`src/inc/ocu_pkg.sv`:
```
package ocu_pkg;

    // counter and channel geometry
    localparam int OCU_COUNT_W = 16;
    localparam int OCU_CHANNELS = 5;
    localparam int OCU_PINS = 5;
    localparam int OCU_CAPTURES = 4;
    localparam int OCU_ADDR_W = 8;

    // register byte offsets on the bus
    localparam logic [7:0] OCU_OFF_COUNT = 8'h00;
    localparam logic [7:0] OCU_OFF_CMP_BASE = 8'h04;
    localparam logic [7:0] OCU_OFF_CMP_LAST = 8'h14;
    localparam logic [7:0] OCU_OFF_FORCE = 8'h18;
    localparam logic [7:0] OCU_OFF_PMASK = 8'h1c;
    localparam logic [7:0] OCU_OFF_PDATA = 8'h20;
    localparam logic [7:0] OCU_OFF_ACTION = 8'h24;
    localparam logic [7:0] OCU_OFF_IRQ_EN = 8'h28;
    localparam logic [7:0] OCU_OFF_FLAGS = 8'h2c;
    localparam logic [7:0] OCU_OFF_PULSE_ACCUMULATOR_CONTROL = 8'h30;

    // reset values
    localparam logic [15:0] OCU_CMP_RESET = 16'hffff;
    localparam logic [15:0] OCU_COUNT_RESET = 16'h0000;
    localparam logic [7:0] OCU_BYTE_RESET = 8'h00;

    // field positions
    localparam int OCU_CH_MSB = 7;         // channel one sits at bit 7, channel five at bit 3
    localparam int OCU_CH_LSB = 3;         // bits below this are unimplemented in the force, mask and data regs
    localparam int OCU_SHARED_FLAG = 3;    // shared capture four / compare five flag
    localparam int OCU_SELECT_BIT = 2;     // shared channel select in accumulator control

    // pin action encodings
    typedef struct packed {
        logic mode;
        logic level;
    } ocu_action_t;

    localparam ocu_action_t OCU_ACT_OFF = 2'b00;
    localparam ocu_action_t OCU_ACT_TOGGLE = 2'b01;
    localparam ocu_action_t OCU_ACT_LOW = 2'b10;
    localparam ocu_action_t OCU_ACT_HIGH = 2'b11;

    // bus handshake states
    typedef enum logic [1:0] {
        OCU_BUS_IDLE = 2'b01,
        OCU_BUS_ANSWER = 2'b10
    } ocu_bus_state_t;

endpackage

```
`src/rtl/ocu_compare_unit.sv`:
```
`timescale 1ns/100ps
module ocu_compare_unit
    import ocu_pkg::*;
#(
    parameter int COUNT_W = OCU_COUNT_W
)
(
    input wire logic [COUNT_W-1:0] value_i,
    input wire logic [COUNT_W-1:0] count_i,
    input wire logic step_i,
    input wire logic inhibit_i,
    input wire logic enable_i,
    output logic match_o
);

    // equality is looked at only once per count value, and never in the cycle after a high-byte write
    assign match_o = step_i && enable_i && !inhibit_i && (value_i == count_i);

endmodule

```
`src/rtl/ocu_pin_driver.sv`:
```
`timescale 1ns/100ps
module ocu_pin_driver
    import ocu_pkg::*;
(
    input wire logic sys_clk_i,
    input wire logic rst_n_i,
    input wire ocu_action_t action_i,
    input wire logic action_fire_i,
    input wire logic pattern_fire_i,
    input wire logic pattern_mask_i,
    input wire logic pattern_level_i,
    output logic pin_o,
    output logic owned_o
);

    // pattern channel wins over the pin's own channel when both fire together
    always_ff @(posedge sys_clk_i or negedge rst_n_i)
    begin
        if (!rst_n_i)
        begin
            pin_o <= 1'b0;
        end
        else if (pattern_fire_i && pattern_mask_i)
        begin
            pin_o <= pattern_level_i;
        end
        else if (action_fire_i)
        begin
            case (action_i)
                OCU_ACT_TOGGLE: pin_o <= !pin_o;
                OCU_ACT_LOW: pin_o <= 1'b0;
                OCU_ACT_HIGH: pin_o <= 1'b1;
                default: pin_o <= pin_o;
            endcase
        end
    end

    // pin is owned by the timer while a mask bit or a non-zero action claims it
    always_ff @(posedge sys_clk_i or negedge rst_n_i)
    begin
        if (!rst_n_i)
        begin
            owned_o <= 1'b0;
        end
        else
        begin
            owned_o <= pattern_mask_i || (action_i != OCU_ACT_OFF);
        end
    end

endmodule

```
`src/rtl/ocu_timer_output_compare.sv`:
```
// Decided for this implementation: the Avalon-MM slave port and the register addresses.
`timescale 1ns/100ps
// Summary of operation
// - five channels, each a 16-bit compare register and comparator against the counter.
// - a match sets the channel's compare flag in the flag register.
// - interrupt requested while a flag and its aligned enable bit are both set.
// - compare registers reset to all ones and are readable and writable; channel five takes writes only while the select bit is clear.
// - a high-byte write blocks that channel's comparison for one cycle.
// - channels two to five: 00 off, 01 toggle, 10 low, 11 high.
// - pin action happens on every match whether or not the flag was cleared.
// - channel five compares only while the shared select bit is clear.
// - channel one match drives data bits onto pins whose mask bit is set.
// - mask and data bits 2 to 0 are unimplemented and read zero.
// - force bit one fires pin action without flag; zero does nothing; low bits read zero.
// - forced action lands at the next counter transition after the write.
// - counter is read-only; high-byte read latches low byte for the next read.
// - shared enable bit serves capture four or compare five by the select bit.
// - enable bits for captures one to three request interrupts with their flags.
// - full 16-bit access is coherent; separate byte accesses are still accepted.
// - flags clear only by writing one; writing zero leaves them alone.
// - select bit one chooses capture four, zero chooses compare five.
module ocu_timer_output_compare
    import ocu_pkg::*;
#(
    parameter int COUNT_W = OCU_COUNT_W
)
(
    input wire logic sys_clk_i,
    input wire logic rst_n_i,
    input wire logic count_tick_i,
    input wire logic [OCU_CAPTURES-1:0] capture_event_i,
    input wire logic [OCU_ADDR_W-1:0] avs_address_i,
    input wire logic avs_read_i,
    input wire logic avs_write_i,
    input wire logic [31:0] avs_writedata_i,
    input wire logic [3:0] avs_byteenable_i,
    output logic [31:0] avs_readdata_o,
    output logic avs_waitrequest_o,
    output logic [OCU_PINS-1:0] compare_port_pins_o,
    output logic [OCU_PINS-1:0] compare_pin_owned_o,
    output logic [COUNT_W-1:0] free_running_count_o,
    output logic irq_o
);

    // the byte-wide register map assumes exactly a 16-bit counter
    if (COUNT_W != 16)
    begin : g_bad_width
        $error("ocu_timer_output_compare: COUNT_W must be 16");
    end

    ocu_bus_state_t bus_state;
    logic [COUNT_W-1:0] compare_value [OCU_CHANNELS];
    logic [COUNT_W-1:0] count;
    logic count_step;
    logic [OCU_CHANNELS-1:0] inhibit;
    logic [OCU_CHANNELS-1:0] match;
    logic [OCU_CHANNELS-1:0] force_pending;
    logic [OCU_CHANNELS-1:0] fire;
    logic [7:0] pattern_pin_mask;
    logic [7:0] pattern_pin_data;
    logic [7:0] compare_pin_action;
    logic [7:0] capture_compare_irq_enable;
    logic [7:0] capture_compare_flags;
    logic [7:0] next_flags;
    logic [7:0] flag_set;
    logic shared_channel_select;
    logic [7:0] count_low_buffer;
    logic count_low_valid;
    logic accept_write;
    logic take_read;
    logic cmp_hit;
    logic [2:0] cmp_index;
    logic [7:0] cmp_offset;
    logic [31:0] next_readdata;

    // one request is taken per idle cycle; writes land at the edge where waitrequest is low
    assign take_read = (bus_state == OCU_BUS_IDLE) && avs_read_i;
    assign accept_write = (bus_state == OCU_BUS_ANSWER) && avs_write_i;

    // compare register window decode
    assign cmp_offset = avs_address_i - OCU_OFF_CMP_BASE;
    assign cmp_hit = (avs_address_i >= OCU_OFF_CMP_BASE) && (avs_address_i <= OCU_OFF_CMP_LAST)
                     && (avs_address_i[1:0] == 2'b00);
    assign cmp_index = cmp_offset[4:2];

    // bus handshake: waitrequest low for exactly one cycle per request
    always_ff @(posedge sys_clk_i or negedge rst_n_i)
    begin
        if (!rst_n_i)
        begin
            bus_state <= OCU_BUS_IDLE;
            avs_waitrequest_o <= 1'b1;
        end
        else
        begin
            case (bus_state)
                OCU_BUS_IDLE:
                begin
                    if (avs_read_i || avs_write_i)
                    begin
                        bus_state <= OCU_BUS_ANSWER;
                        avs_waitrequest_o <= 1'b0;
                    end
                end
                OCU_BUS_ANSWER:
                begin
                    bus_state <= OCU_BUS_IDLE;
                    avs_waitrequest_o <= 1'b1;
                end
                default:
                begin
                    bus_state <= OCU_BUS_IDLE;
                    avs_waitrequest_o <= 1'b1;
                end
            endcase
        end
    end

    // free-running counter; software has no write path to it
    always_ff @(posedge sys_clk_i or negedge rst_n_i)
    begin
        if (!rst_n_i)
        begin
            count <= OCU_COUNT_RESET;
            count_step <= 1'b0;
        end
        else
        begin
            if (count_tick_i)
            begin
                count <= COUNT_W'(count + 1'b1);
            end
            count_step <= count_tick_i;
        end
    end

    // per-channel storage, write inhibit and comparator
    for (genvar ch = 0; ch < OCU_CHANNELS; ch++)
    begin : g_channel
        logic chan_write;
        logic shared_capture;

        assign chan_write = accept_write && cmp_hit && (cmp_index == 3'(ch));
        assign shared_capture = (ch == OCU_CHANNELS - 1) && shared_channel_select;

        // byte lanes may be written separately; capture four owns the shared register when selected
        always_ff @(posedge sys_clk_i or negedge rst_n_i)
        begin
            if (!rst_n_i)
            begin
                compare_value[ch] <= OCU_CMP_RESET;
            end
            else if (shared_capture)
            begin
                if (capture_event_i[OCU_CAPTURES-1])
                begin
                    compare_value[ch] <= count;
                end
            end
            else if (chan_write)
            begin
                if (avs_byteenable_i[0])
                begin
                    compare_value[ch][7:0] <= avs_writedata_i[7:0];
                end
                if (avs_byteenable_i[1])
                begin
                    compare_value[ch][15:8] <= avs_writedata_i[15:8];
                end
            end
        end

        // high-byte write holds off the comparison in the following cycle
        always_ff @(posedge sys_clk_i or negedge rst_n_i)
        begin
            if (!rst_n_i)
            begin
                inhibit[ch] <= 1'b0;
            end
            else
            begin
                inhibit[ch] <= chan_write && avs_byteenable_i[1];
            end
        end

        ocu_compare_unit #(
            .COUNT_W(COUNT_W)
        ) u_compare (
            .value_i(compare_value[ch]),
            .count_i(count),
            .step_i(count_step),
            .inhibit_i(inhibit[ch]),
            .enable_i(!shared_capture),
            .match_o(match[ch])
        );

        // a match or a pending force fires the pin action at a count transition
        assign fire[ch] = match[ch] || (force_pending[OCU_CHANNELS-1-ch] && count_step && !shared_capture);
    end

    // force requests wait for the next counter transition, then clear
    always_ff @(posedge sys_clk_i or negedge rst_n_i)
    begin
        if (!rst_n_i)
        begin
            force_pending <= '0;
        end
        else
        begin
            force_pending <= (force_pending & ~{OCU_CHANNELS{count_step}})
                             | ({OCU_CHANNELS{accept_write && avs_address_i == OCU_OFF_FORCE
                                 && avs_byteenable_i[0]}}
                                & avs_writedata_i[OCU_CH_MSB:OCU_CH_LSB]);
        end
    end

    // pattern mask and data, pin actions, interrupt enables and shared select
    always_ff @(posedge sys_clk_i or negedge rst_n_i)
    begin
        if (!rst_n_i)
        begin
            pattern_pin_mask <= OCU_BYTE_RESET;
            pattern_pin_data <= OCU_BYTE_RESET;
            compare_pin_action <= OCU_BYTE_RESET;
            capture_compare_irq_enable <= OCU_BYTE_RESET;
            shared_channel_select <= 1'b0;
        end
        else if (accept_write && avs_byteenable_i[0])
        begin
            case (avs_address_i)
                OCU_OFF_PMASK: pattern_pin_mask <= {avs_writedata_i[7:3], 3'h0};
                OCU_OFF_PDATA: pattern_pin_data <= {avs_writedata_i[7:3], 3'h0};
                OCU_OFF_ACTION: compare_pin_action <= avs_writedata_i[7:0];
                OCU_OFF_IRQ_EN: capture_compare_irq_enable <= avs_writedata_i[7:0];
                OCU_OFF_PULSE_ACCUMULATOR_CONTROL: shared_channel_select <= avs_writedata_i[OCU_SELECT_BIT];
                default: shared_channel_select <= shared_channel_select;
            endcase
        end
    end

    // flag sources: compare matches in bits 7..4, compare five or capture four in bit 3, captures one to three in bits 2..0
    always_comb
    begin
        flag_set = 8'h00;
        for (int k = 0; k < OCU_CHANNELS - 1; k++)
        begin
            flag_set[OCU_CH_MSB - k] = match[k];
        end
        flag_set[OCU_SHARED_FLAG] = shared_channel_select ? capture_event_i[OCU_CAPTURES-1]
                                                          : match[OCU_CHANNELS-1];
        flag_set[2] = capture_event_i[0];
        flag_set[1] = capture_event_i[1];
        flag_set[0] = capture_event_i[2];
    end

    // write-one-to-clear, with a new event winning over a clear in the same cycle
    always_comb
    begin
        next_flags = capture_compare_flags;
        if (accept_write && avs_address_i == OCU_OFF_FLAGS && avs_byteenable_i[0])
        begin
            next_flags = next_flags & ~avs_writedata_i[7:0];
        end
        next_flags = next_flags | flag_set;
    end

    // flag register and interrupt request
    always_ff @(posedge sys_clk_i or negedge rst_n_i)
    begin
        if (!rst_n_i)
        begin
            capture_compare_flags <= 8'h00;
            irq_o <= 1'b0;
        end
        else
        begin
            capture_compare_flags <= next_flags;
            irq_o <= |(next_flags & capture_compare_irq_enable);
        end
    end

    // port pins: pin 4 is pattern-only, pins 3..0 belong to channels two to five
    for (genvar p = 0; p < OCU_PINS; p++)
    begin : g_pin
        ocu_action_t pin_action;
        logic pin_fire;

        if (p == OCU_PINS - 1)
        begin : g_pattern_only
            assign pin_action = OCU_ACT_OFF;
            assign pin_fire = 1'b0;
        end
        else
        begin : g_channel_pin
            assign pin_action = compare_pin_action[2*p+1 -: 2];
            assign pin_fire = fire[OCU_CHANNELS-1-p];
        end

        ocu_pin_driver u_pin (
            .sys_clk_i(sys_clk_i),
            .rst_n_i(rst_n_i),
            .action_i(pin_action),
            .action_fire_i(pin_fire),
            .pattern_fire_i(fire[0]),
            .pattern_mask_i(pattern_pin_mask[OCU_CH_LSB+p]),
            .pattern_level_i(pattern_pin_data[OCU_CH_LSB+p]),
            .pin_o(compare_port_pins_o[p]),
            .owned_o(compare_pin_owned_o[p])
        );
    end

    // counter low-byte buffer filled by a high-byte-only read, used by the next low-byte-only read
    always_ff @(posedge sys_clk_i or negedge rst_n_i)
    begin
        if (!rst_n_i)
        begin
            count_low_buffer <= 8'h00;
            count_low_valid <= 1'b0;
        end
        else if (take_read && avs_address_i == OCU_OFF_COUNT)
        begin
            if (avs_byteenable_i[1] && !avs_byteenable_i[0])
            begin
                count_low_buffer <= count[7:0];
                count_low_valid <= 1'b1;
            end
            else if (avs_byteenable_i[0])
            begin
                count_low_valid <= 1'b0;
            end
        end
    end

    // read multiplexer; unmapped offsets read zero
    always_comb
    begin
        next_readdata = 32'h0000_0000;
        if (cmp_hit)
        begin
            next_readdata[15:0] = compare_value[cmp_index];
        end
        else
        begin
            case (avs_address_i)
                OCU_OFF_COUNT:
                begin
                    next_readdata[15:0] = count;
                    if (count_low_valid && avs_byteenable_i[0] && !avs_byteenable_i[1])
                    begin
                        next_readdata[7:0] = count_low_buffer;
                    end
                end
                OCU_OFF_FORCE: next_readdata[7:0] = {force_pending, 3'h0};
                OCU_OFF_PMASK: next_readdata[7:0] = pattern_pin_mask;
                OCU_OFF_PDATA: next_readdata[7:0] = pattern_pin_data;
                OCU_OFF_ACTION: next_readdata[7:0] = compare_pin_action;
                OCU_OFF_IRQ_EN: next_readdata[7:0] = capture_compare_irq_enable;
                OCU_OFF_FLAGS: next_readdata[7:0] = capture_compare_flags;
                OCU_OFF_PULSE_ACCUMULATOR_CONTROL: next_readdata[OCU_SELECT_BIT] = shared_channel_select;
                default: next_readdata = 32'h0000_0000;
            endcase
        end
    end

    // read data is captured as the request is taken and stands while waitrequest is low
    always_ff @(posedge sys_clk_i or negedge rst_n_i)
    begin
        if (!rst_n_i)
        begin
            avs_readdata_o <= 32'h0000_0000;
        end
        else if (take_read)
        begin
            avs_readdata_o <= next_readdata;
        end
    end

    // counter copy for the outside world
    always_ff @(posedge sys_clk_i or negedge rst_n_i)
    begin
        if (!rst_n_i)
        begin
            free_running_count_o <= OCU_COUNT_RESET;
        end
        else
        begin
            free_running_count_o <= count_tick_i ? COUNT_W'(count + 1'b1) : count;
        end
    end

endmodule

```
`config.mk`:
```
export PLATFORM = sky130hd
export DESIGN_NAME = ocu_timer_output_compare
export DESIGN_NICKNAME = d
export VERILOG_FILES = /design/src/inc/ocu_pkg.sv /design/src/rtl/ocu_compare_unit.sv /design/src/rtl/ocu_pin_driver.sv /design/src/rtl/ocu_timer_output_compare.sv
export SDC_FILE = /design/constraint.sdc
export NUM_CORES = 1
export LEC_CHECK = 0
export ABC_CLOCK_PERIOD_IN_PS = 3800
export BUFFER_PORTS_ARGS = -buffer_cell sky130_fd_sc_hd__buf_2
export CAP_MARGIN = 30
export CORE_MARGIN = 2
export CORE_UTILIZATION = 55
export DETAILED_ROUTE_END_ITERATION = 7
export PLACE_DENSITY_LB_ADDON = 0.12
export SYNTH_ARGS = -nofsm -noshare
export SYNTH_HDL_FRONTEND = slang
export SYNTH_SLANG_ARGS = --single-unit
```
`constraint.sdc`:
```
create_clock -name sys_clk_i -period 3.8 [get_ports sys_clk_i]
set_input_delay 0.95 -clock sys_clk_i [delete_from_list [all_inputs] [get_ports sys_clk_i]]
set_output_delay 0.95 -clock sys_clk_i [all_outputs]
set_load 0.05 [all_outputs]
```
==> After elaboration in Yosys (flattened, before gate mapping) <==
Cells that the tools add are included.
{ "totals": {"inputBits": 53, "rom_bits": 0, "ff_bits": 181, "out_inout_bits": 60, "latchBits": 0, "memories": 0, "wordCells": 230, "mem_bits_rw": 0} }
{ "op_classes": {"n_addsub": 2, "magnitude_cmp": 3, "multipliers": 0, "muxes": 35, "n_reduce_logical": 109, "n_bitwise": 9, "n_shift": 0, "div_mod_pow": 0, "eq_ne": 32} }
{ "op_table": {"columns": ["operator", "count"], "rows": [
  ["16-bit 2-to-1 mux", 7],
  ["16-bit == test", 5],
  ["16-bit binary-select mux with 3-bit select", 1],
  ["1-bit logical AND", 46],
  ["8-bit by 6-bit == test with 1-bit output, second input constant", 5],
  ["8-bit 2-to-1 mux", 5],
  ["2-bit AND reduction", 19],
  ["5-bit case mux with 7 select lines", 1],
  ["2-bit nonzero test", 12],
  ["2-bit == test, second input constant", 9],
  ["16-bit by 1-bit adder with 16-bit output, second input constant", 1],
  ["8-bit AND", 2],
  ["8-bit by 5-bit == test with 1-bit output, second input constant", 2],
  ["4-bit nonzero test", 4],
  ["1-bit 2-to-1 mux", 13],
  ["1-bit zero test", 12],
  ["1-bit case mux with 3 select lines", 4],
  ["5-bit AND", 2],
  ["2-bit by 1-bit == test with 1-bit output, second input constant", 5],
  ["1-bit logical OR", 10],
  ["8-bit by 3-bit >= comparator with 1-bit output, second input constant", 1],
  ["8-bit by 5-bit <= comparator with 1-bit output, second input constant", 1],
  ["8-bit zero test", 1],
  ["8-bit inverter", 1],
  ["18 further kinds", 21]
]} }

==> Longest topological paths before layout <==
{ "depth": {"word_depth": 8, "mapped_depth": 10, "ltp_nobuf": 8} }

==> Cells and area by module <==
A second synthesis with hierarchy kept.
{ "unflattened": {"cells_unflattened": 903, "hier_area_um2": 9828.2} }
{ "by_module_without_submodules": {"columns": ["mod", "area_each_um2", "instances", "seq_area_each_um2", "cells_each"], "rows": [
  ["ocu_timer_output_compare", 8426.8, 1, 4355.4, 738],
  ["ocu_compare_unit", 186.4, 5, 0.0, 23],
  ["ocu_pin_driver", 93.8, 5, 50.0, 10]
]} }

==> Least setup slack after synthesis <==
Ideal clock, no wire load.
{ "synth_timing": {"path_kind": "input to register", "startpoint": "in avs_address_i[2]", "endpoint": "reg avs_readdata_o[14]", "required_ns": 3.663, "t_arrival_ns": 3.031, "cell_stages": 10, "path_slack_ns": 0.632, "cell_sequence": "clkinv_1 clkbuf_1 ha_1 xor2_1 buf_2 buf_2 o22ai_1 a21o_1 a22oi_1 a21oi_1"} }
{ "synth_between": {"elab_chain_cells": 6} }
{ "synth_rtl": {"columns": ["item", "line_no", "text"], "rows": [
  ["from (decl)", "ocu_timer_output_compare.sv:32", "input wire logic [OCU_ADDR_W-1:0] avs_address_i,"],
  ["5-bit by 3-bit subtractor with 5-bit output", "ocu_timer_output_compare.sv:81", "assign cmp_offset = avs_address_i - OCU_OFF_CMP_BASE;"],
  ["3-bit inverter with 4-bit output (not written as such)", "ocu_timer_output_compare.sv:340", "next_readdata[15:0] = compare_value[cmp_index];"],
  ["16-bit binary-select mux with 3-bit select", "ocu_timer_output_compare.sv:340", null],
  ["16-bit 2-to-1 mux (not written as such) (2 in a row)", "ocu_timer_output_compare.sv:340", null],
  ["16-bit 2-to-1 mux *", "ocu_timer_output_compare.sv:338", "if (cmp_hit)"],
  ["to (signal assigned)", "ocu_timer_output_compare.sv:374", "avs_readdata_o <= next_readdata;"],
  ["to (decl)", "ocu_timer_output_compare.sv:37", "output logic [31:0] avs_readdata_o,"]
]} }
Every way passes the cells marked *; elsewhere a longest branch is shown, timed or not. The select of a mux whose other input is x is not followed.
A chain may end at the register's enable or synchronous reset.

==> Worst setup path in the final report <==
{ "layout_timing": {"startpoint": "in avs_address_i[2]", "endpoint": "reg compare_value[16] in the netlist's numbering"} }
{ "layout_between": {"elab_chain_cells": 6} }
{ "layout_rtl": {"columns": ["item", "line_no", "text"], "rows": [
  ["8-bit by 3-bit >= comparator with 1-bit output / 8-bit by 5-bit <= comparator with 1-bit output (equally long branches)", "ocu_timer_output_compare.sv:82", "assign cmp_hit = (avs_address_i >= OCU_OFF_CMP_BASE) && (avs_address_i <= OCU_OFF_CMP_LAST)"],
  ["1-bit logical AND", "ocu_timer_output_compare.sv:82", null],
  ["1-bit logical AND", "ocu_timer_output_compare.sv:83", "&& (avs_address_i[1:0] == 2'b00);"],
  ["1-bit logical AND", "ocu_timer_output_compare.sv:143", "assign chan_write = accept_write && cmp_hit && (cmp_index == 3'(ch));"],
  ["1-bit logical AND *", "ocu_timer_output_compare.sv:143", null],
  ["2-bit AND reduction (no source line) *", null, null],
  ["to (signal, indexed assignment)", "ocu_timer_output_compare.sv:157", "compare_value[ch] <= count;"],
  ["to (signal, indexed assignment)", "ocu_timer_output_compare.sv:164", "compare_value[ch][7:0] <= avs_writedata_i[7:0];"],
  ["to (signal, indexed assignment)", "ocu_timer_output_compare.sv:168", "compare_value[ch][15:8] <= avs_writedata_i[15:8];"],
  ["to (decl)", "ocu_timer_output_compare.sv:52", "logic [COUNT_W-1:0] compare_value [OCU_CHANNELS];"]
]} }
Every way passes the cells marked *; elsewhere a longest branch is shown, timed or not.

==> impl_metrics.json <==
{
  "htreeDepth": 4,
  "hp-start": "pattern_pin_mask[7]",
  "io_pins": 113,
  "fin_nets": 1051,
  "period_needed_ns": 2.921,
  "synth_edf_count": 0,
  "fmax_mhz": 342.4,
  "clkSinkCount": 180,
  "ir_worst_vdd_mv": 0.3878,
  "clk_path_buf_depth": 2,
  "rsz0062_at_grt": "no",
  "slew_headroom_pct": 35.37,
  "place.gp.congestion": 0.8672,
  "cp-start-kind": "input pin",
  "critPathCaptureType": "flip-flop",
  "grt_util_met1_pct": 39.85,
  "crit_arrival_ns": 3.29,
  "grt_pass1_vias": 7197,
  "cts_hold_buf": 0,
  "slowest_delay_ns": 0.47,
  "drv_cap": 0,
  "crit_chain": "buf_2 -> clkinv_1 -> ha_1 -> xor2_4 -> buf_12 -> nor3_1 -> nand2_1 -> mux2_2",
  "fill_cells": 1427,
  "cts_tree": "yes",
  "cts_resized": 0,
  "pwr_density_cell_mw_per_mm2": 523.6,
  "firstDrtPassIters": 6,
  "grt_pass1_wl_um": 42280,
  "status": "finished, final reports clean",
  "via_per_inst": 6.033,
  "grt_start_max_net_pins": 86,
  "grt_usage_pct": 28.57,
  "r2r_start": "free_running_count_o[6]",
  "drive_gt1_share_pct": 32.76,
  "min_path_type": "reg2reg",
  "die_w_um": 138.9,
  "overflow": 0,
  "cp_top_family": "simple AND/OR/NAND/NOR gates",
  "core_sq_mm": 0.01790,
  "critPathLaunch": "avs_address_i[2]",
  "placed_area_sq_mm": 0.01056,
  "antenna_found_initial": 1,
  "crit_required_ns": 4.17,
  "grt_use_met2_pct": 45.55,
  "io_buffers": 78,
  "areaGrowthSynthToFinish_pct": 11.98,
  "synthFlopType": "dfrtp_1",
  "wl_per_cell_um": 21.81,
  "final_max_slew_viol_count": 0,
  "grt_util_met3_pct": 6.043,
  "avgSynthCellArea_sq_um": 10.81,
  "tns_ns": 0,
  "critPathSlowestCell": "nor3_1",
  "synth-seq-cells": 180,
  "ys_warn_count": 0,
  "first_iter_violations": 545,
  "initial_core_util_pct": 55.90,
  "num_vias": 7391,
  "cts_made_buffers": 17,
  "stdcell_area_sq_mm": 0.01121,
  "worst_clock_skew_ns": 0.009367,
  "hold_viol": 0,
  "path_buf_inv": 3,
  "yosysUniqueCellTypes": 59,
  "fin_crit_sh_pct": 76.86,
  "cts_setup_buffers": 0,
  "insertion_delay_ns": 0.44,
  "worst_pin_slew_ns": 0.9695,
  "grt.busiest_layer": "met2",
  "drc": 0,
  "place_hpwl_um": 19060,
  "detail-route-antenna-nets": 0,
  "path_class": "in2reg",
  "wirelength_um": 26720,
  "synth_cells": 926,
  "syn-cell-area_sq_mm": 0.01001,
  "row_count": 49,
  "cts.clk_slew.worst_paths_ns": 0.07,
  "cts_root_buf": "clkbuf_16",
  "finalSetupViolations": 0,
  "die_h_um": 138.9,
  "total_leakage_power_nw": 4.894,
  "async_flop_share_pct": 100.0,
  "fin_util_pct": 62.59,
  "synth_seq_area_share_pct": 46.02,
  "path_max_fanout": 42,
  "dieArea_sq_mm": 0.01929
}
-- cell families (layout without fill, tap and decap cells) --
logic type | count (synthesis) | in the layout | synth area share (%)
simple gates | 224 | 224 | 10.88
flops | 180 | 180 | 46.02
mux | 154 | 154 | 17.04
compound gates | 147 | 147 | 10.27
buf+inv | 107 | 161 | 5.264
xor+xnor | 97 | 97 | 8.490
fa+ha+maj | 16 | 16 | 2.000
other cells | 1 | 17 | 0.03747
-- metrics by stage --
step | hold slack, ns | power [mW] | setup WS [ns] | cells
after global routing | 0.4783 | 6.114 | 0.7027 | 1224
after detailed placement | 0.4466 | 3.984 | 0.4713 | 1192
after floorplan | 0.3906 | 3.504 | 0.6316 | 941
final | 0.4661 | 5.868 | 0.8794 | 1225
after global placement | 0.4415 | 3.965 | 0.5432 | 1192
after CTS | 0.4633 | 5.894 | 0.9306 | 1224
-- cell usage in the layout, fill, tap and decap left out, drive strengths merged, types with 3 or more instances in the layout --
cell | Yosys | layout
buf | 47 | 102
mux2 | 101 | 101
dfrtp | 99 | 99
xnor2 | 85 | 85
dfstp | 81 | 81
nand2 | 63 | 63
nor2 | 63 | 63
mux2i | 50 | 50
inv | 26 | 31
a21oi | 30 | 30
nand3 | 25 | 25
nand4 | 22 | 22
clkbuf | 33 | 22
nor3 | 18 | 18
a22oi | 17 | 17
ha | 16 | 16
conb | 1 | 16
o22ai | 15 | 15
o21ai | 15 | 15
xor2 | 12 | 12
a21o | 11 | 11
a31oi | 9 | 9
a22o | 7 | 7
o211ai | 7 | 7
and3 | 7 | 7
o221ai | 6 | 6
a221oi | 5 | 5
o21a | 5 | 5
nor4b | 5 | 5
nand2b | 4 | 4
o32ai | 4 | 4
o32a | 4 | 4
or3 | 3 | 3
a222oi | 3 | 3
mux4 | 3 | 3
and2 | 3 | 3
a32oi | 3 | 3
-- registers in the layout, indices dropped and copies added, names as in the netlist, 2 cells and up --
name and cells:
inhibit 5, g_pin.u_pin.pin_o 5, compare_value 80, pattern_pin_data 5
capture_compare_flags 8, capture_compare_irq_enable 8, force_pending 5, g_pin.u_pin.owned_o 5
pattern_pin_mask 5, compare_pin_action 8, count_low_buffer 8, free_running_count_o 16
bus_state 2, avs_readdata_o 16
-- synth_stat cells (2+ instances only) --
library cell  count  area, sq um
nor3_1           17        85.08
mux2i_1          50        500.5
a22o_1            7        61.31
and2_1            3        18.77
xnor2_1          85        744.5
ha_1             16        200.2
o32a_1            4        40.04
nand4_1          22        137.6
nand4b_1          2        17.52
a222oi_1          3        30.03
a32oi_1           3        26.28
nand2_1          63        236.5
nand3_1          25        125.1
clkbuf_1         33        123.9
nor4b_1           4        35.03
inv_1            26        97.59
nor3b_1           2        15.01
nand2b_1          4        25.02
a21oi_1          30        150.1
and3_1            7        43.79
mux4_2            3        67.56
buf_2            16        80.08
o21a_1            5        37.54
or3_1             3        18.77
mux2_2          101         1137
a22oi_1          17        127.6
o32ai_1           4        35.03
a21o_1           11        82.58
o221ai_1          6        52.55
nor2_1           62        232.7
dfrtp_1          99         2477
a221oi_1          5        43.79
dfstp_2          81         2128
o22ai_1          15        93.84
o21ai_0          15        75.07
buf_1             4        15.01
o211ai_1          7        52.55
a31oi_1           9        56.30
buf_4            26        195.2
xor2_1           12        105.1
-- report_power, final --
part           switching [mW]  leakage, nW  internal (mW)
Clock                   0.792        0.310           1.12
Combinational            1.12         2.45          0.499
Sequential              0.225         2.13           2.12
-- routing by layer --
layer  wire, um  up-vias
met5          0        -
met4        422        0
met3       1699       22
met2      12830      264
met1      11770     3731
li1           -     3374
-- path summary, 6_finish.rpt --
check,end,slack [ns],depth (start not counted)
worst min register to register,g_pin[4].u_pin.owned_o,0.47,0
worst max-delay path,compare_value[16],0.88,8
worst max register to register,g_pin[4].u_pin.pin_o,1.15,6
max in group asynchronous,compare_value[2],2.37,2
worst min-delay path,g_pin[4].u_pin.owned_o,0.47,0
min in group asynchronous,g_pin[0].u_pin.pin_o,0.58,1
-- cell type report --
cell class | count | area (sq um) | share of cell area (%)
clock inverter | 10 | 127.6 | 1.139
timing repair buffer | 102 | 614.3 | 5.482
antenna | 1 | 2.502 | 0.02233
inverter | 27 | 101.3 | 0.9044
sequential | 180 | 4606 | 41.10
multi-input combinational | 654 | 4950 | 44.17
clock buffer | 22 | 518.0 | 4.623
tap | 229 | 286.5 | 2.557
-- worst reg2reg max path, cell delays in order (launching register included) --
cell      delay (ns)
dfrtp_1         0.68
xnor2_1         0.20
nand4_1         0.24
nor4b_2         0.43
a32oi_1         0.43
nand2b_1        0.29
mux2_2          0.27
No activity file was read; power rests on OpenSTA's default activity.
